### src/logic/pccm_params.svh
// Named constants for the press crank contact monitor
`ifndef PCCM_PARAMS_SVH
`define PCCM_PARAMS_SVH

// Clock rate and clear pulse timing
`define PCCM_CLK_KHZ 64'd200000
`define PCCM_CLR_MIN_SHORT_MS 64'd100
`define PCCM_CLR_MIN_LONG_MS 64'd350
`define PCCM_CLR_MAX_MS 64'd30000
`define PCCM_CNT_W 33

// Settling time after reset or run, covers the pin synchronisers
`define PCCM_WARM_MAX 2'h3

// Synchronised pin vector layout
`define PCCM_PIN_W 5
`define PCCM_PIN_TOP 0
`define PCCM_PIN_BOTTOM 1
`define PCCM_PIN_EARLY 2
`define PCCM_PIN_MOTION 3
`define PCCM_PIN_CLEAR 4

// Register map, byte addresses
`define PCCM_ADDR_W 4
`define PCCM_DATA_W 32
`define PCCM_BE_W 4
`define PCCM_BE_LOW 0
`define PCCM_OFS_CTRL 4'h0
`define PCCM_OFS_STATUS 4'h4
`define PCCM_OFS_IRQ_STAT 4'h8
`define PCCM_OFS_IRQ_MASK 4'hc

// Control register fields
`define PCCM_CTRL_W 4
`define PCCM_CTRL_RST 4'h0
`define PCCM_CTRL_EARLY 0
`define PCCM_CTRL_CLEAR 1
`define PCCM_CTRL_LONG 2
`define PCCM_CTRL_SUMMARY 3

// Status register width
`define PCCM_STATUS_W 9

// Interrupt status and mask fields
`define PCCM_IRQ_W 3
`define PCCM_IRQ_RST 3'h0
`define PCCM_IRQ_SEQ 0
`define PCCM_IRQ_STOP 1
`define PCCM_IRQ_CLEAR 2

`endif

### src/logic/pccm_pkg.sv
// Types shared by the press crank contact monitor
`include "pccm_params.svh"
package pccm_pkg;
   typedef enum logic [1:0] {
      ZN_INIT = 2'b00,
      ZN_TOP = 2'b01,
      ZN_STROKE = 2'b10,
      ZN_STARTUP = 2'b11
   } pccm_zone_e;
   typedef logic [`PCCM_CNT_W-1:0] pccm_cnt_t;
   typedef logic [`PCCM_DATA_W-1:0] pccm_word_t;
endpackage : pccm_pkg

### src/logic/pccm_sync2.sv
// Two flip-flop synchroniser for asynchronous pin inputs
`timescale 1ns/1ps
`include "pccm_params.svh"
module pccm_sync2
   import pccm_pkg::*;
#(
   parameter int WIDTH = 1
) (
   input wire logic clk_i,
   input wire logic rst_n_i,
   input wire logic [WIDTH-1:0] d_i,
   output logic [WIDTH-1:0] q_o
);
   logic [WIDTH-1:0] meta_r;
   logic [WIDTH-1:0] q_r;

   // First stage feeds only the second stage
   always_ff @(posedge clk_i) begin
      if (!rst_n_i) begin
         meta_r <= '0;
         q_r <= '0;
      end else begin
         meta_r <= d_i;
         q_r <= meta_r;
      end
   end

   assign q_o = q_r;
endmodule : pccm_sync2

### src/logic/pccm_pulse_check.sv
// Width check of the low-high-low clear pulse
`timescale 1ns/1ps
`include "pccm_params.svh"
module pccm_pulse_check
   import pccm_pkg::*;
#(
   parameter pccm_cnt_t MIN_SHORT = pccm_cnt_t'(1),
   parameter pccm_cnt_t MIN_LONG = pccm_cnt_t'(2),
   parameter pccm_cnt_t MAX_HIGH = pccm_cnt_t'(4)
) (
   input wire logic clk_i,
   input wire logic rst_n_i,
   input wire logic enable_i,
   input wire logic long_i,
   input wire logic pulse_i,
   output logic accept_o
);
   pccm_cnt_t high_cnt_r;
   pccm_cnt_t min_w;
   logic prev_r;
   logic armed_r;
   logic fall_w;

   assign min_w = long_i ? MIN_LONG : MIN_SHORT;
   assign fall_w = prev_r & ~pulse_i;
   // window check on the falling edge
   assign accept_o = enable_i & armed_r & fall_w & (high_cnt_r >= min_w) &
                     (high_cnt_r <= MAX_HIGH);

   always_ff @(posedge clk_i) begin
      if (!rst_n_i) begin
         prev_r <= 1'b0;
      end else begin
         prev_r <= pulse_i;
      end
   end

   // a low level must be seen while enabled, so a stuck-high pin never counts
   always_ff @(posedge clk_i) begin
      if (!rst_n_i) begin
         armed_r <= 1'b0;
      end else begin
         armed_r <= enable_i & (~pulse_i | armed_r);
      end
   end

   // Saturates one above the limit so an overlong pulse stays rejected
   always_ff @(posedge clk_i) begin
      if (!rst_n_i) begin
         high_cnt_r <= '0;
      end else if (!pulse_i) begin
         high_cnt_r <= '0;
      end else if (high_cnt_r <= MAX_HIGH) begin
         high_cnt_r <= high_cnt_r + 1'b1;
      end
   end
endmodule : pccm_pulse_check

### src/logic/pccm_monitor.sv
// Crank press contact sequence monitor with Avalon-MM registers
`timescale 1ns/1ps
`include "pccm_params.svh"
module pccm_monitor
   import pccm_pkg::*;
#(
   parameter pccm_cnt_t CLR_MIN_SHORT_CYC = pccm_cnt_t'(`PCCM_CLR_MIN_SHORT_MS * `PCCM_CLK_KHZ),
   parameter pccm_cnt_t CLR_MIN_LONG_CYC = pccm_cnt_t'(`PCCM_CLR_MIN_LONG_MS * `PCCM_CLK_KHZ),
   parameter pccm_cnt_t CLR_MAX_CYC = pccm_cnt_t'(`PCCM_CLR_MAX_MS * `PCCM_CLK_KHZ)
) (
   input wire logic clk_i,
   input wire logic rst_n_i,
   input wire logic run_i,
   input wire logic drive_cmd_i,
   input wire logic top_center_contact_i,
   input wire logic bottom_center_contact_i,
   input wire logic early_top_contact_i,
   input wire logic motion_enable_i,
   input wire logic clear_request_i,
   input wire logic [`PCCM_ADDR_W-1:0] avs_address_i,
   input wire logic avs_read_i,
   input wire logic avs_write_i,
   input wire logic [`PCCM_DATA_W-1:0] avs_writedata_i,
   input wire logic [`PCCM_BE_W-1:0] avs_byteenable_i,
   output logic [`PCCM_DATA_W-1:0] avs_readdata_o,
   output logic avs_waitrequest_o,
   output logic press_permit_o,
   output logic top_zone_o,
   output logic startup_zone_o,
   output logic reset_needed_o,
   output logic sequence_fault_o,
   output logic stop_fault_o,
   output logic fault_summary_o,
   output logic irq_o
);
   logic [`PCCM_PIN_W-1:0] pins_raw_w;
   logic [`PCCM_PIN_W-1:0] pins_s;
   logic top_s, bot_s, early_s, motion_s, clear_s;
   logic top_q_r, bot_q_r, early_q_r, run_q_r;
   logic [1:0] warm_r;
   logic warm_done_w, run_rise_w;
   logic top_rise_w, top_fall_w, bot_rise_w, bot_fall_w, early_fall_w;
   logic seq_viol_w, leave_top_w, stop_viol_w, seen_high_r;
   logic clr_accept_w, clr_w;
   pccm_zone_e zone_r, zone_nxt;
   logic seq_fault_r, stop_fault_r, reset_needed_r, permit_r, summary_r;
   logic seq_fault_nxt, stop_fault_nxt, reset_needed_nxt;
   logic top_zone_r, startup_zone_r;
   logic [`PCCM_CTRL_W-1:0] ctrl_r;
   logic [`PCCM_IRQ_W-1:0] irq_stat_r, irq_mask_r, irq_evt_w;
   logic use_early_w, use_clear_w, use_long_w, use_summary_w;
   logic ack_r, req_w, wr_w, lane_w, irq_r;
   pccm_word_t rd_w, readdata_r;
   logic [`PCCM_STATUS_W-1:0] status_w;

   assign pins_raw_w = {clear_request_i, motion_enable_i, early_top_contact_i,
                        bottom_center_contact_i, top_center_contact_i};

   pccm_sync2 #(.WIDTH(`PCCM_PIN_W)) u_sync (
      .clk_i(clk_i),
      .rst_n_i(rst_n_i),
      .d_i(pins_raw_w),
      .q_o(pins_s)
   );

   assign top_s = pins_s[`PCCM_PIN_TOP];
   assign bot_s = pins_s[`PCCM_PIN_BOTTOM];
   assign early_s = pins_s[`PCCM_PIN_EARLY];
   assign motion_s = pins_s[`PCCM_PIN_MOTION];
   assign clear_s = pins_s[`PCCM_PIN_CLEAR];

   assign use_early_w = ctrl_r[`PCCM_CTRL_EARLY];
   assign use_clear_w = ctrl_r[`PCCM_CTRL_CLEAR];
   assign use_long_w = ctrl_r[`PCCM_CTRL_LONG];
   assign use_summary_w = ctrl_r[`PCCM_CTRL_SUMMARY];

   // Previous levels for edge detection
   always_ff @(posedge clk_i) begin
      if (!rst_n_i) begin
         top_q_r <= 1'b0;
         bot_q_r <= 1'b0;
         early_q_r <= 1'b0;
         run_q_r <= 1'b0;
      end else begin
         top_q_r <= top_s;
         bot_q_r <= bot_s;
         early_q_r <= early_s;
         run_q_r <= run_i;
      end
   end

   // Edges are not judged until the synchronisers hold real pin levels
   always_ff @(posedge clk_i) begin
      if (!rst_n_i || !run_i) begin
         warm_r <= 2'h0;
      end else if (warm_r != `PCCM_WARM_MAX) begin
         warm_r <= warm_r + 2'h1;
      end
   end

   assign warm_done_w = (warm_r == `PCCM_WARM_MAX);
   assign run_rise_w = run_i & ~run_q_r;
   assign top_rise_w = warm_done_w & top_s & ~top_q_r;
   assign top_fall_w = warm_done_w & ~top_s & top_q_r;
   assign bot_rise_w = warm_done_w & bot_s & ~bot_q_r;
   assign bot_fall_w = warm_done_w & ~bot_s & bot_q_r;
   assign early_fall_w = warm_done_w & use_early_w & early_q_r & ~early_s;

   // edge interleave check, both contacts moving at once is a breach too
   assign seq_viol_w = ((top_rise_w | top_fall_w) & (bot_rise_w | bot_fall_w)) |
                       (top_rise_w & ~bot_s) | (top_fall_w & bot_s) |
                       (bot_rise_w & top_s) | (bot_fall_w & ~top_s);

   // drive command seen high during the top dwell
   always_ff @(posedge clk_i) begin
      if (!rst_n_i) begin
         seen_high_r <= 1'b0;
      end else begin
         seen_high_r <= top_s & (seen_high_r | drive_cmd_i);
      end
   end

   // history judged only when leaving top with bottom low
   assign leave_top_w = top_fall_w & ~bot_s;
   assign stop_viol_w = leave_top_w & ~seen_high_r;

   pccm_pulse_check #(
      .MIN_SHORT(CLR_MIN_SHORT_CYC),
      .MIN_LONG(CLR_MIN_LONG_CYC),
      .MAX_HIGH(CLR_MAX_CYC)
   ) u_clear (
      .clk_i(clk_i),
      .rst_n_i(rst_n_i),
      .enable_i(use_clear_w),
      .long_i(use_long_w),
      .pulse_i(clear_s),
      .accept_o(clr_accept_w)
   );

   assign clr_w = clr_accept_w | run_rise_w;

   // Zone tracking
   always_comb begin
      zone_nxt = zone_r;
      if (!warm_done_w) begin
         zone_nxt = ZN_INIT;
      end else begin
         case (zone_r)
            ZN_INIT: begin
               if (top_s) begin
                  zone_nxt = ZN_TOP;
               end else if (bot_s) begin
                  zone_nxt = ZN_STARTUP;
               end else begin
                  zone_nxt = ZN_STROKE;
               end
            end
            ZN_TOP: begin
               if (top_fall_w) begin
                  zone_nxt = ZN_STROKE;
               end
            end
            ZN_STROKE: begin
               if (bot_rise_w) begin
                  zone_nxt = ZN_STARTUP;
               end else if (top_rise_w) begin
                  zone_nxt = ZN_TOP;
               end
            end
            // return to top, early edge may advance it
            ZN_STARTUP: begin
               if (top_rise_w || early_fall_w) begin
                  zone_nxt = ZN_TOP;
               end else if (bot_fall_w) begin
                  zone_nxt = ZN_STROKE;
               end
            end
         endcase
      end
   end

   always_ff @(posedge clk_i) begin
      if (!rst_n_i) begin
         zone_r <= ZN_INIT;
         top_zone_r <= 1'b0;
         startup_zone_r <= 1'b0;
      end else begin
         zone_r <= zone_nxt;
         top_zone_r <= (zone_nxt == ZN_TOP);
         startup_zone_r <= (zone_nxt == ZN_STARTUP);
      end
   end

   // fault latches, a new fault wins over a clear in the same cycle
   always_comb begin
      seq_fault_nxt = seq_fault_r;
      stop_fault_nxt = stop_fault_r;
      reset_needed_nxt = reset_needed_r;
      if (clr_w) begin
         seq_fault_nxt = 1'b0;
         stop_fault_nxt = 1'b0;
         reset_needed_nxt = 1'b0;
      end
      if (seq_viol_w) begin
         seq_fault_nxt = 1'b1;
         reset_needed_nxt = 1'b1;
      end
      if (stop_viol_w) begin
         stop_fault_nxt = 1'b1;
         reset_needed_nxt = 1'b1;
      end
   end

   always_ff @(posedge clk_i) begin
      if (!rst_n_i) begin
         seq_fault_r <= 1'b0;
         stop_fault_r <= 1'b0;
         reset_needed_r <= 1'b0;
         summary_r <= 1'b0;
      end else begin
         seq_fault_r <= seq_fault_nxt;
         stop_fault_r <= stop_fault_nxt;
         reset_needed_r <= reset_needed_nxt;
         summary_r <= use_summary_w & (seq_fault_nxt | stop_fault_nxt);
      end
   end

   // permit once warm-up ends, motion-enable overrides all
   always_ff @(posedge clk_i) begin
      if (!rst_n_i) begin
         permit_r <= 1'b0;
      end else begin
         permit_r <= warm_done_w & run_i & motion_s & ~reset_needed_nxt;
      end
   end

   // Avalon slave, one wait state on every access
   assign req_w = avs_read_i | avs_write_i;
   assign avs_waitrequest_o = req_w & ~ack_r;
   assign wr_w = avs_write_i & ack_r;
   assign lane_w = avs_byteenable_i[`PCCM_BE_LOW];

   always_ff @(posedge clk_i) begin
      if (!rst_n_i) begin
         ack_r <= 1'b0;
      end else begin
         ack_r <= req_w & ~ack_r;
      end
   end

   always_ff @(posedge clk_i) begin
      if (!rst_n_i) begin
         ctrl_r <= `PCCM_CTRL_RST;
         irq_mask_r <= `PCCM_IRQ_RST;
      end else if (wr_w && lane_w) begin
         if (avs_address_i == `PCCM_OFS_CTRL) begin
            ctrl_r <= avs_writedata_i[`PCCM_CTRL_W-1:0];
         end else if (avs_address_i == `PCCM_OFS_IRQ_MASK) begin
            irq_mask_r <= avs_writedata_i[`PCCM_IRQ_W-1:0];
         end
      end
   end

   assign irq_evt_w[`PCCM_IRQ_SEQ] = seq_viol_w;
   assign irq_evt_w[`PCCM_IRQ_STOP] = stop_viol_w;
   assign irq_evt_w[`PCCM_IRQ_CLEAR] = clr_accept_w;

   // Write one to clear, a fresh event wins
   always_ff @(posedge clk_i) begin
      if (!rst_n_i) begin
         irq_stat_r <= `PCCM_IRQ_RST;
      end else if (wr_w && lane_w && avs_address_i == `PCCM_OFS_IRQ_STAT) begin
         irq_stat_r <= (irq_stat_r & ~avs_writedata_i[`PCCM_IRQ_W-1:0]) | irq_evt_w;
      end else begin
         irq_stat_r <= irq_stat_r | irq_evt_w;
      end
   end

   always_ff @(posedge clk_i) begin
      if (!rst_n_i) begin
         irq_r <= 1'b0;
      end else begin
         irq_r <= |(irq_stat_r & irq_mask_r);
      end
   end

   assign status_w = {bot_s, top_s, summary_r, stop_fault_r, seq_fault_r,
                      reset_needed_r, startup_zone_r, top_zone_r, permit_r};

   always_comb begin
      rd_w = '0;
      if (avs_address_i == `PCCM_OFS_CTRL) begin
         rd_w[`PCCM_CTRL_W-1:0] = ctrl_r;
      end else if (avs_address_i == `PCCM_OFS_STATUS) begin
         rd_w[`PCCM_STATUS_W-1:0] = status_w;
      end else if (avs_address_i == `PCCM_OFS_IRQ_STAT) begin
         rd_w[`PCCM_IRQ_W-1:0] = irq_stat_r;
      end else if (avs_address_i == `PCCM_OFS_IRQ_MASK) begin
         rd_w[`PCCM_IRQ_W-1:0] = irq_mask_r;
      end
   end

   always_ff @(posedge clk_i) begin
      if (!rst_n_i) begin
         readdata_r <= '0;
      end else if (avs_read_i && !ack_r) begin
         readdata_r <= rd_w;
      end
   end

   assign avs_readdata_o = readdata_r;
   assign press_permit_o = permit_r;
   assign top_zone_o = top_zone_r;
   assign startup_zone_o = startup_zone_r;
   assign reset_needed_o = reset_needed_r;
   assign sequence_fault_o = seq_fault_r;
   assign stop_fault_o = stop_fault_r;
   assign fault_summary_o = summary_r;
   assign irq_o = irq_r;
endmodule : pccm_monitor

### config.mk
export PLATFORM = sky130hd
export DESIGN_NAME = pccm_monitor
export DESIGN_NICKNAME = d
export VERILOG_FILES = /design/src/logic/pccm_pkg.sv /design/src/logic/pccm_sync2.sv /design/src/logic/pccm_pulse_check.sv /design/src/logic/pccm_monitor.sv
export VERILOG_INCLUDE_DIRS = /design/src /design/src/logic
export SDC_FILE = /design/constraint.sdc
export NUM_CORES = 1
export LEC_CHECK = 0
export ABC_AREA = 1
export BUFFER_PORTS_ARGS = -buffer_cell sky130_fd_sc_hd__buf_4
export CORE_AREA = 2 2 90 92
export CTS_BUF_LIST = sky130_fd_sc_hd__clkbuf_4
export CTS_CLUSTER_DIAMETER = 50
export DETAILED_ROUTE_END_ITERATION = 8
export DIE_AREA = 0 0 92 94
export PLACE_DENSITY = 0.84
export RECOVER_POWER = 50
export SLEW_MARGIN = 30
export SYNTH_ARGS = -nofsm -noshare
export SYNTH_HDL_FRONTEND = slang
export SYNTH_SLANG_ARGS = --single-unit
### constraint.sdc
create_clock -name clk_i -period 5.03 [get_ports clk_i]
set_clock_uncertainty 0.1 [all_clocks]
set_input_delay 0.2515 -clock clk_i [delete_from_list [all_inputs] [get_ports clk_i]]
set_output_delay 0.2515 -clock clk_i [all_outputs]
set_load 0.005 [all_outputs]
# --- Word level (Yosys, flattened, before mapping) ---
# Cells that the tools add are included.
word_totals:
  reg_bits: 82
  latch_bits: 0
  ram_bits: 0
  romBits: 0
  input_bits: 51
  out_inout_bits: 41
  elab_cells: 136
  n_memories: 0
classes:
  n_addsub: 2
  multipliers: 0
  n_div: 0
  magnitude_cmp: 2
  eq_ne: 10
  n_shift: 0
  n_mux: 24
  bitwise_logic: 59
  reduce_logical: 14
ops:
  columns: ["op", "n"]
  rows:
  - ["33-bit by 1-bit adder with 33-bit output, second input constant", 1]
  - ["33-bit >= comparator", 1]
  - ["33-bit less-or-equal comparator, second input constant", 1]
  - ["1-bit AND", 32]
  - ["27-bit two-way mux", 1]
  - ["2-bit two-way mux", 7]
  - ["3-bit two-way mux", 4]
  - ["1-bit NOT", 11]
  - ["1-bit bitwise OR", 11]
  - ["2-bit == test, second input constant", 4]
  - ["4-bit == test, second input constant", 2]
  - ["1-bit two-way mux", 8]
  - ["2-bit one-hot mux with 4 select lines", 1]
  - ["3-bit AND", 2]
  - ["6-bit two-way mux", 1]
  - ["3-bit bitwise OR", 2]
  - ["5-bit two-way mux", 1]
  - ["2-bit by 1-bit == test with 1-bit output, second input constant", 2]
  - ["4-bit by 3-bit == test with 1-bit output, second input constant", 1]
  - ["4-bit zero test", 1]
  - ["4-bit two-way mux", 1]
  - ["2-bit AND reduction", 2]
  - ["1-bit logical AND", 3]
  - ["1-bit zero test", 3]
  - ["7 further kinds", 8]

# --- Longest topological paths before layout ---
depth:
  ltp_word: 13
  mapped_depth: 15

# --- Cells and area by module ---
# Synthesis repeated with hierarchy kept, for this count alone.
hier_totals:
  hier_cells: 786
  area_unflattened_um2: 5131.2
by_module_without_submodules:
  columns: ["module", "instances", "cells_per_inst", "area_each_um2"]
  rows:
  - ["pccm_pulse_check", 1, 482, 2965.3]
  - ["pccm_monitor", 1, 273, 1879.3]
  - ["pccm_sync2", 1, 31, 286.5]

# --- Worst setup path after synthesis ---
# Ideal clock, no wire load.
synth_path:
  path_kind: "flip-flop to flip-flop"
  start: "reg ctrl_r[2]"
  end: "reg summary_r, in the netlist fault_summary_o"
  t_arrival_ns: 1.672
  slack_ns: 3.147
  path_stages_with_launch: 14
  path_cell_list: "dfxtp_1 > inv_1 > ha_1 > inv_1 > nor2_1 > nand2_1 > nor3_1 > nand2_1 > nand3_1 > nand2_1 > nand3_1 > nand2_1 > nor2_1 > nor2_1"
synth_via:
  elab_chain_cells: 9
synth_rtl:
  columns: ["item", "line", "rtl"]
  rows:
  - ["from (decl)", "pccm_monitor.sv:49", "logic [`PCCM_CTRL_W-1:0] ctrl_r;"]
  - ["from (signal assigned)", "pccm_monitor.sv:253", "ctrl_r <= `PCCM_CTRL_RST;"]
  - ["from (signal assigned)", "pccm_monitor.sv:257", "ctrl_r <= avs_writedata_i[`PCCM_CTRL_W-1:0];"]
  - ["27-bit two-way mux (*)", "pccm_pulse_check.sv:24", "assign min_w = long_i ? MIN_LONG : MIN_SHORT;"]
  - ["33-bit >= comparator (*)", "pccm_pulse_check.sv:27", "assign accept_o = enable_i & armed_r & fall_w & (high_cnt_r >= min_w) &"]
  - ["1-bit AND (*) (2 in series)", "pccm_pulse_check.sv:27", null]
  - ["1-bit bitwise OR (*)", "pccm_monitor.sv:140", "assign clr_w = clr_accept_w | run_rise_w;"]
  - ["1-bit two-way mux", "pccm_monitor.sv:199", "if (clr_w) begin"]
  - ["1-bit two-way mux (on tied branches)", "pccm_monitor.sv:204, pccm_monitor.sv:208", null]
  - ["1-bit bitwise OR (*)", "pccm_monitor.sv:224", "summary_r <= use_summary_w & (seq_fault_nxt | stop_fault_nxt);"]
  - ["1-bit AND (*)", "pccm_monitor.sv:224", null]
  - ["to (signal assigned)", "pccm_monitor.sv:224", null]
  - ["to (decl)", "pccm_monitor.sv:46", "logic seq_fault_r, stop_fault_r, reset_needed_r, permit_r, summary_r;"]
# Mark *: on every way between the ends. The rest lies on a longest branch, timed or not.
# A chain may end at the register's enable or synchronous reset.

# --- Final worst setup path ---
layout_path:
  start: "reg u_clear.high_cnt_r[0]"
  end: "reg u_clear.high_cnt_r[26]"
layout_via:
  elab_chain_cells: 1
layout_rtl:
  columns: ["item", "line", "rtl"]
  rows:
  - ["from (decl)", "pccm_pulse_check.sv:18", "pccm_cnt_t high_cnt_r;"]
  - ["from (signal assigned)", "pccm_pulse_check.sv:54", "high_cnt_r <= high_cnt_r + 1'b1;"]
  - ["33-bit by 1-bit adder with 33-bit output / 33-bit less-or-equal comparator (equally long branches)", "pccm_pulse_check.sv:54, pccm_pulse_check.sv:53", null]
# Parallel ways exist; a longest one is shown, timed or not.

==> flow_metrics.env <==
export IMPL_status="completed"
export IMPL_r2r_cells=8
export IMPL_antenna_found_initial=0
export IMPL_die_y_um=94
export IMPL_layout_nets=770
export IMPL_nFillCells=680
export IMPL_cp_end_kind="flip-flop"
export IMPL_fmax_mhz=409
export IMPL_place_detailed_hpwl_um=7880
export IMPL_die_w_um=92
export IMPL_setup_worst_path_start="u_clear.high_cnt_r[0]"
export IMPL_max_stage_delay_ps=600
export IMPL_yosysWarnings=0
export IMPL_path_clk_slew_ps=140
export IMPL_first_global_vias=3976
export IMPL_timing_max_cap_violations=0
export IMPL_drc=0
export IMPL_die_area_mm2=0.00865
export IMPL_first_pass_iters=5
export IMPL_critical_path_arrival_ps=2740
export IMPL_clockBufferDepth=2
export IMPL_critical_path_class="flip-flop to flip-flop"
export IMPL_antenna_left=0
export IMPL_crit_path_max_fanout=7
export IMPL_drtIter0Drc=446
export IMPL_avgSynthCellArea_um2=6.74
export IMPL_reg2reg_to="u_clear.high_cnt_r[26]"
export IMPL_diodes=0
export IMPL_cts_made_buffers=9
export IMPL_insertion_delay_ps=450
export IMPL_core_area_mm2=0.00761
export IMPL_area_growth_synth_to_final_pct=11.8
export IMPL_postSynthCellCount=661
export IMPL_ir_drop_mv=0.137
export IMPL_finalCritPeriodShare_pct=48.6
export IMPL_finalPower_mw=1.14
export IMPL_io_buffers=37
export IMPL_slew_headroom_pct=27.4
export IMPL_met3_usage_pct=6.58
export IMPL_min_to="avs_readdata_o[2]"
export IMPL_cts_resized=0
export IMPL_grt_max_degree=36
export IMPL_crit_chain="ha_1 > nand2_1 > nor4_1 > and3_1 > nand3_2 > nand2_1 > nand2_1 > nor2_1"
export IMPL_worst_pin_slew_ps=1090
export IMPL_ys_seq_elements=82
export IMPL_drive_gt1_share_pct=9.41
export IMPL_routedWlPerCell_um=13.3
export IMPL_min_path_cells=4
export IMPL_synth_area_leaders="dfxtp_1 37%, nand2_1 13%, nor2_1 6.8%, inv_1 6.7%, a21oi_1 6.2%"
export IMPL_p_leak_nw=2.15
export IMPL_start_util_pct=58.6
export IMPL_cp_common_cell="nand2_1"
export IMPL_drt_wl_total_um=10800
export IMPL_gp_congestion=1.01
export IMPL_overflow=0
export IMPL_min_from="avs_address_i[3]"
export IMPL_gr_usage_met2_pct=39.6
export IMPL_synth_top_area_share_pct=36.8
export IMPL_slowest_stage="nor4_1"
export IMPL_use_met1_pct=34.3
export IMPL_reg2reg_setup_slack_ps=2590
export IMPL_slew_viol_final=0
export IMPL_stdcell_count=814
export IMPL_via_per_inst=5.43
export IMPL_synth_area_mm2=0.00446
export IMPL_via_count=4420
export IMPL_rsz0062_at_grt="no"
export IMPL_grt_pass1_wl_um=17900
export IMPL_r2r_start="u_clear.high_cnt_r[0]"
export IMPL_hold_path_class="input port to flip-flop"
export IMPL_top_usage_layer="met2"
export IMPL_dp_cells=785
export IMPL_clkSinkCount=82
export IMPL_num_rows=32
export IMPL_finalHoldViolations=0
export IMPL_ios=92
export IMPL_cts_setup_buffers=0
export IMPL_p_per_area_mw_per_mm2=229
export IMPL_synth_top_area_cell="dfxtp_1"
export IMPL_setup_viol=0
export IMPL_cts_root_buf="clkbuf_4"
export IMPL_cts_tree="done"
export IMPL_finalSetupTns_ps=0
export IMPL_start_kind="flip-flop"
export IMPL_htreeDepth=3
export IMPL_ys_seq_area_share_pct=36.8
export IMPL_required_ps=5320
export IMPL_grt_usage_pct=25.6
export IMPL_finalCriticalPeriod_ps=2440
export IMPL_synth_cell_types=38
through the flow:
stage               util, %  hold WS, ps  instance area (µm²)  setup WS, ps
finish                 65.5         33.7                 4980          2590
global route           65.5         42.6                 4980          2390
CTS                    65.6         30.0                 4990          2630
detailed placement     62.0          297                 4710          2660
global placement       62.0          293                 4710          2680
floorplan                 -          249                 4540          3150
what timing repair did:
action,in CTS,in global routing
endpoints found under the setup margin,0,0
hold endpoints to repair,16,0
hold buffers,13,0
cell type report:
type,instances,area [µm²],area share [%]
clock buffer,9,67.6,1.36
inverter,84,315,6.33
clock inverter,7,77.6,1.56
sequential,82,1640,32.9
multi-input combinational,479,2340,47.0
timing repair buffer,51,412,8.26
tap,102,128,2.56
metal layers:
metal	part of all wire, %	wire (µm)	vias to the layer above
li1	-	-	2202
met1	45	4860	1978
met2	44	4750	208
met3	8.9	960	32
met4	2.3	246	0
met5	0	0	-
synthesized netlist by cell type:
master	n
nor3_1	28
dfxtp_1	82
ha_1	12
a31o_2	1
xor2_1	11
a2bb2oi_1	1
nand2_1	150
conb_1	1
nand2_4	1
nand4_1	16
a211oi_1	1
nor2_1	81
o22ai_1	1
clkbuf_1	8
buf_4	24
o21a_1	1
nand3_1	29
and3_1	3
a31oi_1	8
nor2_4	2
nor3b_1	2
buf_2	6
inv_2	3
nand3b_1	3
nor2_2	2
a22o_1	3
inv_1	80
or2_1	1
a21oi_1	55
nor3b_2	1
clkinv_1	1
nand3_2	2
xnor2_1	1
nor4_1	5
nand2_2	2
nor3_2	1
o21ai_0	31
a221oi_1	1
sequential cells by signal, indices dropped and copies added, names as in the netlist, 2 cells and up:
name / flops
warm_r: 2
ctrl_r: 4
irq_mask_r: 3
irq_stat_r: 3
u_sync.q_o: 5
u_clear.high_cnt_r: 33
u_sync.meta_r: 5
avs_readdata_o: 9
zone_r: 2
kinds of logic after synthesis:
| logic type | share of synthesized area (%) |
|---|---|
| and+or+nand+nor | 32.5 |
| buffers and inverters | 12.5 |
| adders and majority gates | 3.37 |
| other | 0.0841 |
| DFF | 36.8 |
| xor gates and xnor gates | 2.36 |
| AOI/OAI and AO/OA | 12.4 |
cell usage in the layout (no fill, tap or decap), types with 5 or more instances in the layout:
cell type	synthesis	final
dlygate4sd3_1	0	13
buf_4	24	13
ha_1	12	12
nand4_1	16	16
nor4_1	5	5
conb_1	1	23
dfxtp_1	82	82
inv_1	80	80
o21ai_0	31	31
nor3_1	28	28
a21oi_1	55	55
clkbuf_4	0	33
a31oi_1	8	8
nor2_1	81	81
nand2_1	150	150
xor2_1	11	11
nand3_1	29	29
where the power goes:
group          total (mW)  switching [mW]  leakage, nW  internal (mW)
clock network       0.407           0.252       0.0721          0.155
registers           0.668         0.00675        0.665          0.662
logic              0.0665          0.0355         1.41         0.0311
critical path: cells and delay by family (launching register included):
| family | cells | cell delay, ps |
|---|---|---|
| simple gates | 7 | 1500 |
| flops | 1 | 430 |
| fa+ha+maj | 1 | 350 |
how the worst max path moves through the flow:
| stage | to | slack (ps) | depth (start not counted) |
|---|---|---|---|
| 2_1_floorplan | fault_summary_o | 3150 | 13 |
| 6_report | u_clear.high_cnt_r[26] | 2590 | 8 |
| 5_1_grt | u_clear.high_cnt_r[26] | 2390 | 8 |
| 3_5_place_dp | u_clear.high_cnt_r[26] | 2660 | 12 |
| 3_3_place_gp | u_clear.high_cnt_r[26] | 2680 | 13 |
| 4_1_cts | u_clear.high_cnt_r[26] | 2630 | 13 |
Power figures use the tool's default switching activity.
